===== config.mk =====
export PLATFORM = sky130hd
export DESIGN_NAME = pssd_top
export DESIGN_NICKNAME = d
export VERILOG_FILES = /design/src/pssd_pkg.sv /design/src/pssd_quad.sv /design/src/pssd_sync3.sv /design/src/pssd_top.sv
export SDC_FILE = /design/constraint.sdc
export NUM_CORES = 1
export LEC_CHECK = 0
export BUFFER_PORTS_ARGS = -buffer_cell sky130_fd_sc_hd__buf_2
export CAP_MARGIN = 20
export CORE_MARGIN = 3
export CORE_UTILIZATION = 30
export CTS_CLUSTER_SIZE = 12
export DETAILED_ROUTE_END_ITERATION = 10
export HOLD_SLACK_MARGIN = 0.12
export PLACE_DENSITY = 0.6
export SYNTH_ARGS = -nofsm -noshare
export SYNTH_HDL_FRONTEND = slang
export SYNTH_SLANG_ARGS = --single-unit

===== constraint.sdc =====
create_clock -name core_clk_i -period 10.75 [get_ports core_clk_i]
set_clock_uncertainty 0.05 [all_clocks]
set_input_delay 1.075 -clock core_clk_i [delete_from_list [all_inputs] [get_ports core_clk_i]]
set_output_delay 1.075 -clock core_clk_i [all_outputs]
set_load 0.05 [all_outputs]

===== src/pssd_pkg.sv =====
// package: constants, field layouts and state types for position source select/decode
// assumes: a single 40 MHz core clock; register port carries 32-bit words
package pssd_pkg;
   // ************************************************************
   // register map (byte addresses)
   // ************************************************************
   localparam logic [7:0] PSSD_CTRL_ADDR   = 8'h00;
   localparam logic [7:0] PSSD_PPF_ADDR    = 8'h04;
   localparam logic [7:0] PSSD_START_ADDR  = 8'h08;
   localparam logic [7:0] PSSD_FWDUR_ADDR  = 8'h0c;
   localparam logic [7:0] PSSD_STATUS_ADDR = 8'h10;
   localparam logic [7:0] PSSD_POS_ADDR    = 8'h14;
   localparam logic [7:0] PSSD_TC_ADDR     = 8'h18;
   // ************************************************************
   // control fields
   // ************************************************************
   localparam int PSSD_CTRL_AUTO_BIT   = 0;
   localparam int PSSD_CTRL_QUAD_BIT   = 1;
   localparam int PSSD_CTRL_BLEADS_BIT = 2;
   localparam int PSSD_CTRL_TACHHI_BIT = 3;
   localparam int PSSD_CTRL_POSREF_BIT = 4;
   localparam int PSSD_CTRL_W          = 5;
   localparam logic [PSSD_CTRL_W-1:0] PSSD_CTRL_RST = 5'h03;
   // ************************************************************
   // reset values and widths
   // ************************************************************
   localparam int PSSD_PPF_W = 16;
   localparam logic [15:0] PSSD_PPF_RST   = 16'h0064;
   localparam int PSSD_POS_W = 24;
   localparam int PSSD_FW_W  = 8;
   localparam logic [7:0]  PSSD_FWDUR_RST = 8'h08;
   localparam int PSSD_SPD_W = 8;
   // speed in percent of 1x play; switch-over point
   localparam logic [7:0]  PSSD_SPEED_THRESH = 8'h4b;
   // ************************************************************
   // source selection
   // ************************************************************
   typedef enum logic [1:0] {
      PSSD_SRC_NONE,
      PSSD_SRC_LONG,
      PSSD_SRC_VERT
   } pssd_src_t;
   typedef enum logic [1:0] {
      PSSD_ST_IDLE,
      PSSD_ST_LOCK,
      PSSD_ST_FREE
   } pssd_st_t;
endpackage


===== src/pssd_quad.sv =====
// quadrature / tach decoder: direction, pulse strobe and frame position
// assumes: a and b already synchronised to clk_i
`timescale 1ns/1ps
module pssd_quad
   import pssd_pkg::*;
(
   // clock and reset
   input  wire logic                  clk_i,
   input  wire logic                  rst_n_i,
   // lines
   input  wire logic                  a_i,
   input  wire logic                  b_i,
   // setup
   input  wire logic                  quad_mode_i,
   input  wire logic                  b_leads_fwd_i,
   input  wire logic                  tach_hi_fwd_i,
   input  wire logic                  dir_used_i,
   input  wire logic [PSSD_PPF_W-1:0] ppf_i,
   input  wire logic                  load_i,
   input  wire logic [PSSD_POS_W-1:0] start_i,
   // results
   output logic                       fwd_o,
   output logic                       pulse_o,
   output logic                       frame_o,
   output logic [PSSD_POS_W-1:0]      pos_o
);
   logic                  a_q, b_q, fwd_q, pulse_q, frame_q;
   logic [PSSD_PPF_W-1:0] cnt_q;
   logic [PSSD_POS_W-1:0] pos_q;
   // lead detect from edge of a against level of b
   wire a_rise   = a_i & ~a_q;
   wire a_fall   = ~a_i & a_q;
   wire b_edge   = b_i ^ b_q;
   wire a_leads  = (a_rise & ~b_i) | (a_fall & b_i);
   wire quad_ev  = a_rise | a_fall | b_edge;
   // b edge: a already at b's new level means a went first
   wire quad_aw  = (a_rise | a_fall) ? a_leads : (b_i ~^ a_i);
   wire quad_fwd = quad_aw ^ b_leads_fwd_i;
   // tach: a is rate, b level is direction
   wire tach_fwd = b_i == tach_hi_fwd_i;
   wire ev       = quad_mode_i ? quad_ev : a_rise;
   wire dir_now  = quad_mode_i ? quad_fwd : tach_fwd;
   // direction only steers position when used as positional reference
   wire fwd_eff  = dir_used_i ? dir_now : 1'b1;
   wire wrap     = cnt_q >= ppf_i - 16'h0001;
   always_ff @(posedge clk_i or negedge rst_n_i) begin
      if (!rst_n_i) begin
         a_q <= 1'b0;
         b_q <= 1'b0;
         fwd_q <= 1'b1;
         pulse_q <= 1'b0;
         frame_q <= 1'b0;
         cnt_q <= '0;
         pos_q <= '0;
      end else begin
         a_q <= a_i;
         b_q <= b_i;
         // every a or b edge in quad mode, only a rises in tach mode, counts at any rate down to standstill
         pulse_q <= ev;
         frame_q <= 1'b0;
         // tach direction is a level, tracked without a pulse
         if (ev || !quad_mode_i) begin
            fwd_q <= fwd_eff;
         end
         // position loaded with starting frame when load_i is set, divider cleared
         if (load_i) begin
            pos_q <= start_i;
            cnt_q <= '0;
         end else if (ev) begin
            if (wrap) begin
               cnt_q <= '0;
               frame_q <= 1'b1;
               pos_q <= fwd_eff ? pos_q + 24'h000001 : pos_q - 24'h000001;
            end else begin
               cnt_q <= cnt_q + 16'h0001;
            end
         end
      end
   end
   assign fwd_o   = fwd_q;
   assign pulse_o = pulse_q;
   assign frame_o = frame_q;
   assign pos_o   = pos_q;
endmodule


===== src/pssd_sync3.sv =====
// three-stage input synchroniser with agreement filter
// assumes: input is asynchronous to clk_i
`timescale 1ns/1ps
module pssd_sync3
   import pssd_pkg::*;
(
   // clock and reset
   input  wire logic clk_i,
   input  wire logic rst_n_i,
   // data
   input  wire logic d_i,
   output logic      q_o
);
   logic s1_q, s2_q, s3_q, q_q;
   // first stage only feeds the second
   always_ff @(posedge clk_i or negedge rst_n_i) begin
      if (!rst_n_i) begin
         s1_q <= 1'b0;
         s2_q <= 1'b0;
         s3_q <= 1'b0;
         q_q  <= 1'b0;
      end else begin
         s1_q <= d_i;
         s2_q <= s1_q;
         s3_q <= s2_q;
         if (s2_q == s3_q) begin
            q_q <= s3_q;
         end
      end
   end
   assign q_o = q_q;
endmodule


===== src/pssd_top.sv =====
// top: time code source arbitration, freewheel and quadrature position front end
// assumes: readers deliver code words with valid strobes and a frame tick
`timescale 1ns/1ps
module pssd_top
   import pssd_pkg::*;
(
   // clock and reset
   input  wire logic                  core_clk_i,
   input  wire logic                  nrst_i,
   // register port
   input  wire logic [7:0]            reg_addr_i,
   input  wire logic [31:0]           reg_wdata_i,
   input  wire logic                  reg_wr_i,
   input  wire logic                  reg_rd_i,
   output logic [31:0]                reg_rdata_o,
   // time code readers
   input  wire logic                  ltc_valid_i,
   input  wire logic [PSSD_POS_W-1:0] ltc_addr_i,
   input  wire logic                  vitc_valid_i,
   input  wire logic [PSSD_POS_W-1:0] vitc_addr_i,
   input  wire logic [PSSD_SPD_W-1:0] speed_pct_i,
   input  wire logic                  frame_tick_i,
   // transport pins
   input  wire logic                  line_a_i,
   input  wire logic                  line_b_i,
   // results
   output logic                       tc_valid_o,
   output logic [PSSD_POS_W-1:0]      tc_addr_o,
   output logic [1:0]                 tc_src_o,
   output logic                       clk_ref_o,
   output logic                       fwd_o,
   output logic [PSSD_POS_W-1:0]      pos_o
);
   // ************************************************************
   // reset release
   // ************************************************************
   logic rs1_q, rst_n;
   always_ff @(posedge core_clk_i or negedge nrst_i) begin
      if (!nrst_i) begin
         rs1_q <= 1'b0;
         rst_n <= 1'b0;
      end else begin
         rs1_q <= 1'b1;
         rst_n <= rs1_q;
      end
   end
   // ************************************************************
   // registers
   // ************************************************************
   logic [PSSD_CTRL_W-1:0] ctrl_q;
   logic [PSSD_PPF_W-1:0]  ppf_q;
   logic [PSSD_POS_W-1:0]  start_q;
   logic [PSSD_FW_W-1:0]   fwdur_q;
   logic                   load_q;
   logic [31:0]            rdata_q;
   wire wr_ctrl  = reg_wr_i && reg_addr_i == PSSD_CTRL_ADDR;
   wire wr_ppf   = reg_wr_i && reg_addr_i == PSSD_PPF_ADDR;
   wire wr_start = reg_wr_i && reg_addr_i == PSSD_START_ADDR;
   wire wr_fwdur = reg_wr_i && reg_addr_i == PSSD_FWDUR_ADDR;
   always_ff @(posedge core_clk_i or negedge rst_n) begin
      if (!rst_n) begin
         ctrl_q <= PSSD_CTRL_RST;
         ppf_q <= PSSD_PPF_RST;
         start_q <= '0;
         fwdur_q <= PSSD_FWDUR_RST;
         load_q <= 1'b0;
      end else begin
         if (wr_ctrl) ctrl_q <= reg_wdata_i[PSSD_CTRL_W-1:0];
         // zero would wrap the divider only every 65536 edges, so keep the old value
         if (wr_ppf && reg_wdata_i[PSSD_PPF_W-1:0] != '0) begin
            ppf_q <= reg_wdata_i[PSSD_PPF_W-1:0];
         end
         if (wr_start) start_q <= reg_wdata_i[PSSD_POS_W-1:0];
         if (wr_fwdur) fwdur_q <= reg_wdata_i[PSSD_FW_W-1:0];
         // writing the start frame loads the position counter
         load_q <= wr_start;
      end
   end
   wire auto_en = ctrl_q[PSSD_CTRL_AUTO_BIT];
   wire quad_md = ctrl_q[PSSD_CTRL_QUAD_BIT];
   wire posref  = ctrl_q[PSSD_CTRL_POSREF_BIT];
   // ************************************************************
   // pin synchronisers and decoder
   // ************************************************************
   logic a_s, b_s, q_fwd, q_pulse, q_frame;
   logic [PSSD_POS_W-1:0] q_pos;
   pssd_sync3 u_sync_a (
      .clk_i   (core_clk_i),
      .rst_n_i (rst_n),
      .d_i     (line_a_i),
      .q_o     (a_s)
   );
   pssd_sync3 u_sync_b (
      .clk_i   (core_clk_i),
      .rst_n_i (rst_n),
      .d_i     (line_b_i),
      .q_o     (b_s)
   );
   pssd_quad u_quad (
      .clk_i         (core_clk_i),
      .rst_n_i       (rst_n),
      .a_i           (a_s),
      .b_i           (b_s),
      .quad_mode_i   (quad_md),
      .b_leads_fwd_i (ctrl_q[PSSD_CTRL_BLEADS_BIT]),
      .tach_hi_fwd_i (ctrl_q[PSSD_CTRL_TACHHI_BIT]),
      .dir_used_i    (posref),
      .ppf_i         (ppf_q),
      .load_i        (load_q),
      .start_i       (start_q),
      .fwd_o         (q_fwd),
      .pulse_o       (q_pulse),
      .frame_o       (q_frame),
      .pos_o         (q_pos)
   );
   // ************************************************************
   // source arbitration
   // ************************************************************
   pssd_st_t               st_q;
   pssd_src_t              src_q;
   logic [PSSD_FW_W-1:0]   fw_q;
   logic [PSSD_POS_W-1:0]  addr_q;
   logic                   tcv_q;
   logic                   fwd_q;
   logic                   clk_ref_q;
   logic [PSSD_POS_W-1:0]  pos_q;
   // preferred source from availability and speed
   wire fast = speed_pct_i > PSSD_SPEED_THRESH;
   wire pick_long = ltc_valid_i && (!vitc_valid_i || fast);
   wire pick_vert = vitc_valid_i && !pick_long;
   wire any_ok    = ltc_valid_i || vitc_valid_i;
   pssd_src_t pick;
   assign pick = pick_long ? PSSD_SRC_LONG : (pick_vert ? PSSD_SRC_VERT : PSSD_SRC_NONE);
   wire cur_ok = (src_q == PSSD_SRC_LONG && ltc_valid_i) ||
                 (src_q == PSSD_SRC_VERT && vitc_valid_i);
   wire manual_vert = !auto_en && vitc_valid_i;
   wire [PSSD_POS_W-1:0] cur_addr = (src_q == PSSD_SRC_LONG) ? ltc_addr_i : vitc_addr_i;
   always_ff @(posedge core_clk_i or negedge rst_n) begin
      if (!rst_n) begin
         st_q <= PSSD_ST_IDLE;
         src_q <= PSSD_SRC_NONE;
         fw_q <= '0;
         addr_q <= '0;
         tcv_q <= 1'b0;
      end else begin
         case (st_q)
            PSSD_ST_IDLE: begin
               tcv_q <= 1'b0;
               if (any_ok) begin
                  st_q <= PSSD_ST_LOCK;
                  src_q <= auto_en ? pick : (ltc_valid_i ? PSSD_SRC_LONG : PSSD_SRC_VERT);
               end
            end
            PSSD_ST_LOCK: begin
               if (cur_ok) begin
                  addr_q <= cur_addr;
                  tcv_q <= 1'b1;
                  if (auto_en && pick != src_q) src_q <= pick;
               end else begin
                  // dropout enters freewheel, no switch yet
                  st_q <= PSSD_ST_FREE;
                  fw_q <= fwdur_q;
               end
            end
            PSSD_ST_FREE: begin
               if (cur_ok) begin
                  st_q <= PSSD_ST_LOCK;
               end else if (fw_q == '0) begin
                  // switch only after expiry, else stop
                  tcv_q <= 1'b0;
                  if (auto_en && any_ok) begin
                     src_q <= pick;
                     st_q <= PSSD_ST_LOCK;
                  end else if (manual_vert && src_q == PSSD_SRC_NONE) begin
                     st_q <= PSSD_ST_LOCK;
                  end else begin
                     st_q <= PSSD_ST_IDLE;
                     src_q <= PSSD_SRC_NONE;
                  end
               end else if (frame_tick_i) begin
                  // flywheel the last address once per frame
                  fw_q <= fw_q - 8'h01;
                  addr_q <= addr_q + 24'h000001;
               end
            end
            default: begin
               st_q <= PSSD_ST_IDLE;
            end
         endcase
      end
   end
   // ************************************************************
   // outputs and read port
   // ************************************************************
   wire [31:0] status_w = {26'h0, q_fwd, tcv_q, st_q, src_q};
   logic [31:0] rd_w;
   always_comb begin
      case (reg_addr_i)
         PSSD_CTRL_ADDR:   rd_w = {27'h0, ctrl_q};
         PSSD_PPF_ADDR:    rd_w = {16'h0, ppf_q};
         PSSD_START_ADDR:  rd_w = {8'h0, start_q};
         PSSD_FWDUR_ADDR:  rd_w = {24'h0, fwdur_q};
         PSSD_STATUS_ADDR: rd_w = status_w;
         PSSD_POS_ADDR:    rd_w = {8'h0, q_pos};
         PSSD_TC_ADDR:     rd_w = {8'h0, addr_q};
         default:          rd_w = 32'h0;
      endcase
   end
   always_ff @(posedge core_clk_i or negedge rst_n) begin
      if (!rst_n) begin
         rdata_q <= '0;
         fwd_q <= 1'b1;
         clk_ref_q <= 1'b0;
         pos_q <= '0;
      end else begin
         rdata_q <= reg_rd_i ? rd_w : 32'h0;
         fwd_q <= q_fwd;
         // clock reference follows every decoder pulse, including b edges in quad mode
         clk_ref_q <= q_pulse;
         pos_q <= q_pos;
      end
   end
   assign reg_rdata_o = rdata_q;
   assign tc_valid_o  = tcv_q;
   assign tc_addr_o   = addr_q;
   assign tc_src_o    = src_q;
   assign clk_ref_o   = clk_ref_q;
   assign fwd_o       = fwd_q;
   assign pos_o       = pos_q;
   // ************************************************************
   // checks
   // ************************************************************
   property p_no_switch_in_free;
      @(posedge core_clk_i) disable iff (!rst_n)
      (st_q == PSSD_ST_FREE && fw_q != '0) |=> $stable(src_q);
   endproperty
   a_no_switch_in_free: assert property (p_no_switch_in_free)
      else $error("source changed during freewheel");
   property p_stop_when_none;
      @(posedge core_clk_i) disable iff (!rst_n)
      (st_q == PSSD_ST_FREE && fw_q == '0 && !any_ok) |=> !tcv_q;
   endproperty
   a_stop_when_none: assert property (p_stop_when_none)
      else $error("time code still valid with no source");
   property p_fast_long;
      @(posedge core_clk_i) disable iff (!rst_n)
      (auto_en && st_q == PSSD_ST_LOCK && cur_ok && ltc_valid_i && fast) |=> src_q == PSSD_SRC_LONG;
   endproperty
   a_fast_long: assert property (p_fast_long)
      else $error("long code not chosen at high speed");
   property p_slow_vert;
      @(posedge core_clk_i) disable iff (!rst_n)
      (auto_en && st_q == PSSD_ST_LOCK && cur_ok && vitc_valid_i && !fast) |=>
         src_q == PSSD_SRC_VERT;
   endproperty
   a_slow_vert: assert property (p_slow_vert)
      else $error("vertical code not chosen at low speed");
   property p_flywheel;
      @(posedge core_clk_i) disable iff (!rst_n)
      (st_q == PSSD_ST_FREE && !cur_ok && fw_q != '0 && frame_tick_i) |=>
         addr_q == $past(addr_q) + 24'h000001;
   endproperty
   a_flywheel: assert property (p_flywheel)
      else $error("freewheel address did not advance");
   property p_load;
      @(posedge core_clk_i) disable iff (!rst_n)
      wr_start |=> ##1 q_pos == $past(start_q, 1);
   endproperty
   a_load: assert property (p_load)
      else $error("start frame not loaded");
   property p_pos_step;
      @(posedge core_clk_i) disable iff (!rst_n)
      q_frame |-> (q_pos != $past(q_pos));
   endproperty
   a_pos_step: assert property (p_pos_step)
      else $error("frame strobe without position step");
   property p_clkref;
      @(posedge core_clk_i) disable iff (!rst_n)
      q_pulse |=> clk_ref_q;
   endproperty
   a_clkref: assert property (p_clkref)
      else $error("clock reference missed a pulse");
   c_free: cover property (@(posedge core_clk_i) disable iff (!rst_n)
      st_q == PSSD_ST_LOCK ##1 st_q == PSSD_ST_FREE);
   c_swap: cover property (@(posedge core_clk_i) disable iff (!rst_n)
      src_q == PSSD_SRC_LONG ##1 src_q == PSSD_SRC_VERT);
   c_frame: cover property (@(posedge core_clk_i) disable iff (!rst_n) q_frame);
endmodule


==> flow_metrics.tcl, run 1 <==
set metrics [dict create \
    worst-path-buf-inv 1 \
    ys_ff_latch 195 \
    yosys_warnings 0 \
    rsz0062_at_grt "false" \
    crit_path_end_kind "flop" \
    fp.coreArea_sq_mm 0.0348 \
    portBuffers 171 \
    grt_usage_pct 16.5 \
    timing_worst_setup_path_type "flop to flop" \
    synth_area_leaders "dfrtp_1, mux2_2, ha_1" \
    grt_pass1_vias 8637 \
    async_flop_share_pct 100 \
    die-area_sq_mm 0.0379 \
    clock_latency_ns 0.45 \
    cp_cell_sequence "nor2_1, a21oi_1, xor2_1, nand2_1, inv_1, ha_1, or3_1, a31oi_1, nor4_1, o21a_1, nor3b_2, mux2_2, nor3_1, a21o_1" \
    synthCells 1067 \
    clk_path_buf_depth 2 \
    cts-resized-gates 0 \
    synth_edf_count 0 \
    syn2layout_area_growth_pct 17.8 \
    fin_tns_setup_ns 0 \
    die_y_microns 195 \
    gp_congestion 0.876 \
    start_util_pct 30.7 \
    relSlewSlack_pct 27.0 \
    grt-ovfl-total 0 \
    hold_viol 0 \
    n_antenna_cell 0 \
    drive_above_1_share_pct 23.7 \
    synth_area_leader_cell "dfrtp_1" \
    worst_path_largest_cell_delay_ns 0.75 \
    antenna_found_initial 10 \
    min_path_type "flop to asynchronous set/reset pin" \
    path_max_fanout 23 \
    detailed_place_hpwl_microns 23600 \
    rr_worst_depth 14 \
    p_leak_nw 5.93 \
    cts_buffers 17 \
    syn-cell-area_sq_mm 0.0107 \
    synthTopCellsByCount "dfrtp_1, nor2_1, nand2_1" \
    drcViolationCount 0 \
    synth_ff_type "dfrtp_1" \
    yosysTopAreaCellShare_pct 43.8 \
    path_clk_slew_ns 0.07 \
    reg2reg_from "ctrl_q[1]" \
    crit_arrival_ns 4.69 \
    irDropWorstVdd_mv 0.160 \
    synth-seq-area-share_pct 45.8 \
    routed_via_density 5.29 \
    cts_hold_buf 0 \
    grt_max_degree 79 \
    cp.required_ns 11.09 \
    finalSetupViolations 0 \
    max-cap-violations 0 \
    post-route-period-util_pct 40.5 \
    finalCriticalPeriod_ns 4.35 \
    final_antenna_net_count 0 \
    slew_violations 0 \
    fmax_mhz 230 \
    worst_slew_pin_slew_ns 1.08 \
    start_kind "flop" \
    grt_first_pass_wirelength_microns 49500 \
    cts_tree "done" \
    fin_util_pct 36.2 \
    wl_per_cell_microns 18.9 \
    nNetsFinal 1371 \
    dr_total_vias 8922 \
    die_x_microns 195 \
    yosysMostFrequentCell "dfrtp_1" \
    synth_cell_types 65 \
    num_rows 68 \
    crit_slowest_cell "inv_1" \
    dr.first_iter.drc_count 744 \
    outcome "completed" \
    clock-root-buffer "clkbuf_16" \
    fillCellCount 3436 \
    cts_num_sinks 195 \
    first_pass_iters 5 \
    post_cts_buffers 0 \
    wl_microns 31800 \
    cts-htree-levels 4 \
    cp_top_family "simple AND/OR/NAND/NOR gates" \
    power_density_mw_per_mm2 202 \
    crit_cells 14 \
    timing.hold.ws_ns 0.294 \
    num_io_pins 190 \
    avgSynthCellArea_sq_um 10.0 \
    startpoint "ctrl_q[1]" \
]
[report_power, final]
group / switching (mW) / internal, mW
clock: 0.309 / 0.311
combinational: 0.578 / 0.302
sequential: 0.193 / 0.848
[final timing paths]
check,endpoint,slack (ns)
setup / recovery,u_quad.pos_o[16],6.40
setup reg to reg,u_quad.pos_o[16],6.40
hold / removal,u_sync_a.s2_q,0.29
hold reg to reg,u_sync_a.s2_q,0.29
min in group core_clk_i,u_sync_b.s2_q,0.30
max in group asynchronous,pos_o[14],9.02
[flip-flops by register name (all words and copies together) (netlist names), 2 cells and up]
register / flops
ctrl_q: 5
fw_q: 8
fwdur_q: 8
pos_o: 24
ppf_q: 16
reg_rdata_o: 24
st_q: 2
start_q: 24
tc_addr_o: 24
tc_src_o: 2
u_quad.cnt_q: 16
u_quad.pos_o: 24
[through the flow]
stage,setup WS (ns),instances,total power [mW],area [sq um]
after detailed placement,6.45,1652,1.94,12000
after global placement,6.51,1651,1.92,12000
after global routing,6.20,1685,2.70,12600
final,6.40,1685,2.54,12600
after CTS,6.45,1684,2.56,12600
after floorplan,4.88,1074,1.67,10700
[layer usage]
layer	routed length (microns)	vias up	part of all wire (%)	GRT usage (%)
met3	2010	49	6.3	3.95
met1	13600	4374	43	21.4
met2	15600	248	49	27.7
li1	-	4233	-	-
met4	533	18	1.7	4.28
met5	110	-	0.35	0
[logic make-up (layout without fill, tap and decap cells)]
family | count (synthesis) | after routing | synth area share (%)
compound gates | 287 | 287 | 18.0
buf+inv | 84 | 240 | 3.34
mux | 96 | 96 | 9.65
simple gates | 312 | 312 | 13.9
fa+ha+maj | 51 | 51 | 5.99
other cells | 2 | 9 | 0.0703
xor+xnor | 40 | 40 | 3.28
flops | 195 | 195 | 45.8
[layout make-up]
class,count,area [sq um],area share (%)
clock buffers,19,443,3.52
repair buffers,183,986,7.83
multi-input cells,795,5480,43.5
inverters,25,93.8,0.745
well taps,455,569,4.52
clock inverters,13,124,0.984
flip-flops and latches,195,4890,38.9
[worst register-to-register path, cell delays in order, from the launching register on]
cell and delay [ns]:
dfstp_2 0.60, nor2_1 0.07, a21oi_1 0.14, xor2_1 0.16
nand2_1 0.20, inv_1 0.75, ha_1 0.42, or3_1 0.38
a31oi_1 0.29, nor4_1 0.09, o21a_1 0.14, nor3b_2 0.35
mux2_2 0.38, nor3_1 0.16, a21o_1 0.10
[cells in the final DEF (no fill, tap or decap), types with 5 or more instances in the layout]
| master | netlist | layout |
|---|---|---|
| nand4_1 | 14 | 14 |
| clkbuf_16 | 0 | 17 |
| a21oi_1 | 57 | 57 |
| a222oi_1 | 15 | 15 |
| nor4_1 | 9 | 9 |
| conb_1 | 2 | 9 |
| and3_1 | 14 | 14 |
| o21a_1 | 7 | 7 |
| dfstp_2 | 8 | 8 |
| nor2_1 | 93 | 93 |
| xnor2_1 | 24 | 24 |
| o21ai_0 | 65 | 65 |
| buf_4 | 8 | 10 |
| or3_1 | 9 | 9 |
| nand2_1 | 74 | 74 |
| o211ai_1 | 5 | 5 |
| nand3_1 | 39 | 39 |
| a21o_1 | 18 | 18 |
| nor3_1 | 22 | 22 |
| nor2b_1 | 9 | 8 |
| o21ai_1 | 6 | 6 |
| and2_1 | 6 | 6 |
| inv_1 | 25 | 25 |
| buf_2 | 7 | 171 |
| mux2_2 | 56 | 56 |
| o22ai_1 | 7 | 6 |
| a22oi_1 | 36 | 36 |
| ha_1 | 48 | 48 |
| nand2b_1 | 8 | 8 |
| dfrtp_1 | 187 | 186 |
| o31ai_1 | 7 | 7 |
| a31oi_1 | 15 | 15 |
| mux2i_1 | 40 | 40 |
| xor2_1 | 16 | 16 |
| a221oi_1 | 22 | 22 |
No activity file was read; power rests on OpenSTA's default activity.
==> run 2: changes to the inputs <==
Settings changed: PLACE_DENSITY 0.6 to 0.62.
Clock period 10.75 ns to 3.8 ns, I/O delays scaled along.
==> flow_metrics.tcl, run 2 (synthesized netlist as in run 1, its figures left out) <==
set metrics [dict create \
    final_antenna_net_count 0 \
    die-area_sq_mm 0.0379 \
    path_clk_slew_ns 0.07 \
    drcViolationCount 0 \
    clk_path_buf_depth 2 \
    wl_microns 32500 \
    crit_path_end_kind "flop" \
    path_max_fanout 6 \
    hold_viol 0 \
    crit_end "u_quad.pos_o[23]" \
    finalCriticalPeriod_ns 3.57 \
    dpl_cell_area_sq_mm 0.0123 \
    timing_worst_setup_path_type "flop to flop" \
    timing.hold.ws_ns 0.142 \
    dr_total_vias 9097 \
    grt_pass1_vias 8751 \
    fin_tns_setup_ns 0 \
    dr.first_iter.drc_count 791 \
    p_total_mw 7.44 \
    worst-r2r-setup-slack_ns 0.23 \
    p_comb_share_pct 34.7 \
    power.internal_mw 4.37 \
    fin_util_pct 37.6 \
    drive_above_1_share_pct 26.7 \
    cts_tree "done" \
    switching_share_pct 41.3 \
    finalSetupViolations 0 \
    slew_violations 0 \
    fmax_mhz 280 \
    routed_via_density 5.25 \
    final_cell_mix "dfrtp_1, buf_2, nor2_1, nand2_1, o21ai_0" \
    cp.required_ns 4.13 \
    grt_first_pass_wirelength_microns 50300 \
    start_kind "flop" \
    relSlewSlack_pct 32.5 \
    rr_worst_depth 17 \
    cts_num_sinks 195 \
    antenna_found_initial 8 \
    fin_ws_ns 0.227 \
    dp_slack_ns 0.0725 \
    detailed_place_hpwl_microns 24200 \
    wl_per_cell_microns 18.7 \
    num_io_pins 190 \
    die_y_microns 195 \
    finalInstanceArea_sq_mm 0.0131 \
    startpoint "ppf_q[1]" \
    layout_commonest_cell "dfrtp_1" \
    nNetsFinal 1419 \
    clock_latency_ns 0.45 \
    start_util_pct 30.7 \
    portBuffers 171 \
    irDropWorstVdd_mv 0.312 \
    grt_usage_pct 16.8 \
    pwr-share-seq_pct 39.4 \
    r2r-end "u_quad.pos_o[23]" \
    cts-htree-levels 4 \
    clock-root-buffer "clkbuf_16" \
    power_frac_clock_pct 25.9 \
    fp.coreArea_sq_mm 0.0348 \
    numPlacedInstances 1686 \
    num_rows 68 \
    die_x_microns 195 \
    syn2layout_area_growth_pct 22.6 \
    reg2reg_from "ppf_q[1]" \
    first_pass_iters 8 \
    outcome "completed" \
    max-cap-violations 0 \
    layout.cells.non_filler 1734 \
    post-route-period-util_pct 94.0 \
    min_path_type "primary input to flop" \
    cts_buffers 17 \
    grt_max_degree 75 \
    worst_slew_pin_slew_ns 1.01 \
    grt-ovfl-total 0 \
    power_density_mw_per_mm2 568 \
    gp_congestion 0.873 \
    p_leak_nw 6.19 \
    crit_arrival_ns 3.91 \
    power_switching_mw 3.07 \
]
## run 2: changes by cell type in the layout (fill, tap and decap cells not counted), sizes merged
cell / before / now
clkinv: 4 / 7
clkinvlp: 4 / 2
diode: 0 / 1
bufinv: 0 / 3
buf: 183 / 220
dlygate4sd3: 0 / 10
inv: 30 / 29
clkbuf: 19 / 17
## run 2: cell type report
cell class,instances,area [sq um]
Inverter,25,97.6
Tap cell,455,569
Clock buffer,17,425
Timing Repair Buffer,230,1370
Clock inverter,15,196
Fill cell,3385,21700
Sequential cell,195,4890
Antenna cell,1,2.50
Timing Repair inverter,1,7.51
Multi-Input combinational cell,795,5530
## run 2: worst min-delay path by stage
stage	startpoint	to	slack, ns	cells past startpoint
finish	reg_wdata_i[16]	start_q[16]	0.14	2
global route	reg_wdata_i[16]	start_q[16]	0.13	2
CTS	reg_wdata_i[16]	start_q[16]	0.12	2
detailed placement	nrst_i	rs1_q	0.12	1
global placement	nrst_i	rs1_q	0.12	1
floorplan	nrst_i	rs1_q	0.03	0
## run 2: power groups by stage
stage                     logic (mW)  clock network [mW]  registers (mW)
after floorplan                 1.39                   0            3.33
after CTS                       2.57                1.98            2.94
after global placement          2.50                   0            2.97
final                           2.58                1.93            2.94
after global routing            2.83                2.07            2.99
after detailed placement        2.55                   0            2.98
## run 2: worst max-delay path, cell delays in order, from the launching register on
cell      delay, ns
dfrtp_1        0.41
inv_1          0.10
ha_4           0.14
nand2b_1       0.07
or3_4          0.36
nor3_4         0.20
nand2_2        0.10
nor2_2         0.14
xnor2_1        0.08
ha_1           0.30
nand4_1        0.15
nor2_1         0.13
nand3_1        0.10
or2_1          0.26
o22a_4         0.25
or3_1          0.31
or3_1          0.30
nand3_1        0.07
## run 2: metal layers
layer	wire [microns]	track usage [%]
met2	15800	27.8
met4	602	4.73
met5	92	0
met1	14300	22.1
met3	1740	4.07
## run 2: what timing repair did
item,in CTS,in global routing
setup endpoints to repair,0,17
hold buffers,10,0
gates resized for setup,0,18
buffers inserted,0,4
hold endpoints to repair,11,0
==> run 3: changes to the inputs <==
Settings changed: CORE_ASPECT_RATIO set to 1.5, GPL_TIMING_DRIVEN set to 0.
==> flow_metrics.tcl, run 3 (synthesized netlist as in run 1, its figures left out) <==
set metrics [dict create \
    relSlewSlack_pct 36.7 \
    cp.required_ns 4.14 \
    die_y_microns 237 \
    num_io_pins 190 \
    top_layer "met5" \
    dr_wl_met2_microns 18500 \
    first_pass_iters 7 \
    syn2layout_area_growth_pct 23.8 \
    irDropWorstVdd_mv 0.341 \
    dr_total_vias 9518 \
    num_rows 84 \
    path_max_fanout 4 \
    wl_per_cell_microns 20.2 \
    drive_above_1_share_pct 25.9 \
    layout.cells.non_filler 1783 \
    path_clk_slew_ns 0.07 \
    fp.coreArea_sq_mm 0.0351 \
    power_density_mw_per_mm2 562 \
    drcViolationCount 0 \
    portBuffers 168 \
    grt_usage_pct 18.7 \
    nNetsFinal 1449 \
    fmax_mhz 270 \
    outcome "completed" \
    final_cell_mix "dfrtp_1, buf_2, nor2_1, nand2_1, o21ai_0" \
    dr.first_iter.drc_count 681 \
    p_leak_nw 6.20 \
    die_x_microns 160 \
    grt_first_pass_wirelength_microns 55400 \
    gp_congestion 0.929 \
    cts_num_sinks 195 \
    clock-root-buffer "clkbuf_16" \
    die-area_sq_mm 0.0380 \
    hold_viol 0 \
    met1_length_microns 13400 \
    cts_tree "done" \
    timing.hold.ws_ns 0.144 \
    cts-htree-levels 4 \
    grt_pass1_vias 9715 \
    wl_microns 36000 \
    numPlacedInstances 1718 \
    grt-ovfl-total 0 \
    detailed_place_hpwl_microns 27200 \
    grt_max_degree 69 \
    rsz0062_at_grt "true" \
    cts_buffers 17 \
    start_kind "flop" \
    clock_latency_ns 0.46 \
    wl_met3_microns 2230 \
    slew_violations 0 \
    post-route-period-util_pct 97.5 \
    finalSetupViolations 0 \
    finalCriticalPeriod_ns 3.71 \
    start_util_pct 30.4 \
    clk_path_buf_depth 2 \
    crit_path_end_kind "flop" \
    max-cap-violations 0 \
    routed_via_density 5.34 \
    timing_worst_setup_path_type "flop to flop" \
    antenna_found_initial 7 \
    final_antenna_net_count 0 \
    min_path_type "primary input to flop" \
    layout_commonest_cell "dfrtp_1" \
    crit_arrival_ns 4.05 \
    worst_slew_pin_slew_ns 0.941 \
]
[run 3: cell types whose count changed in the layout (fill, tap and decap cells not counted), moves of 3 or more]
| cell | previous run | this run |
|---|---|---|
| buf_12 | 4 | 1 |
| buf_2 | 171 | 174 |
| buf_4 | 45 | 29 |
| clkbuf_1 | 0 | 39 |
| clkbuf_2 | 0 | 4 |
| clkinv_4 | 6 | 0 |
| clkinvlp_4 | 2 | 5 |
[run 3: metrics by stage]
stage	setup slack [ns]	instance area, sq um	power [mW]	setup TNS [ns]	util [%]
final	0.0945	13200	7.43	0	37.7
after floorplan	0.264	10700	4.72	0	-
after CTS	-0.0356	13000	7.43	-0.0806	37.1
after global placement	-0.724	12100	5.48	-146.30	34.6
after detailed placement	-0.742	12200	5.55	-18.74	34.8
after global routing	-0.0844	13200	7.87	-0.343	37.7
[run 3: final cells by class]
type | count | area [sq um]
Multi-Input combinational cell | 795 | 5600
Timing Repair Buffer | 202 | 1180
Antenna cell | 2 | 5.00
Sequential cell | 195 | 4890
Clock buffer | 22 | 464
Inverter | 25 | 97.6
Clock inverter | 10 | 123
Tap cell | 473 | 592
Timing Repair inverter | 1 | 7.51
Buffer | 58 | 275
Fill cell | 3586 | 21900
[run 3: worst paths after layout]
check | slack, ns | cells after the start | to | start
worst max-delay path | 0.09 | 17 | u_quad.pos_o[23] | ppf_q[1]
worst min-delay path | 0.14 | 2 | start_q[23] | reg_wdata_i[23]
worst max register to register | 0.09 | 17 | u_quad.pos_o[23] | ppf_q[1]
worst min register to register | 0.30 | 0 | u_sync_a.s2_q | u_sync_a.s1_q
max in group asynchronous | 2.14 | 2 | pos_o[20] | rst_n
min in group asynchronous | 0.18 | 2 | rst_n | nrst_i
[run 3: timing repair]
action                                  in CTS  in global routing
pin swaps                                    1                  7
endpoints found under the hold margin       14                  0
endpoints found under the setup margin      40                 39
gates resized for setup                     17                 26
hold buffers                                12                  0
gates cloned                                 1                  0
setup buffers                                5                 14
[run 3: power breakdown]
part / leakage [nW] / switching, mW / total, mW / internal [mW]
combinational: 3.36 / 1.74 / 2.68 / 0.934
clock: 0.278 / 0.834 / 1.85 / 1.01
sequential: 2.56 / 0.511 / 2.91 / 2.40
total: 6.20 / 3.09 / 7.43 / 4.35
[run 3: per-layer routing]
metal  track usage, %  vias up
met5                0        -
met2             33.9      311
met3             4.55      103
li1                 -     4400
met4             9.42       10
met1             20.3     4694
[run 3: critical path, cell delays in order (launching register included)]
cell      delay, ns
dfrtp_1        0.42
inv_1          0.08
ha_2           0.18
nand2b_1       0.08
or3_4          0.38
nor3_4         0.26
nand2_2        0.10
nor2_2         0.13
xnor2_1        0.08
ha_1           0.31
nand4_1        0.16
nor2_1         0.16
nand3_2        0.10
or2_4          0.25
o22a_4         0.22
or3_1          0.30
or3_1          0.30
nand3_1        0.07
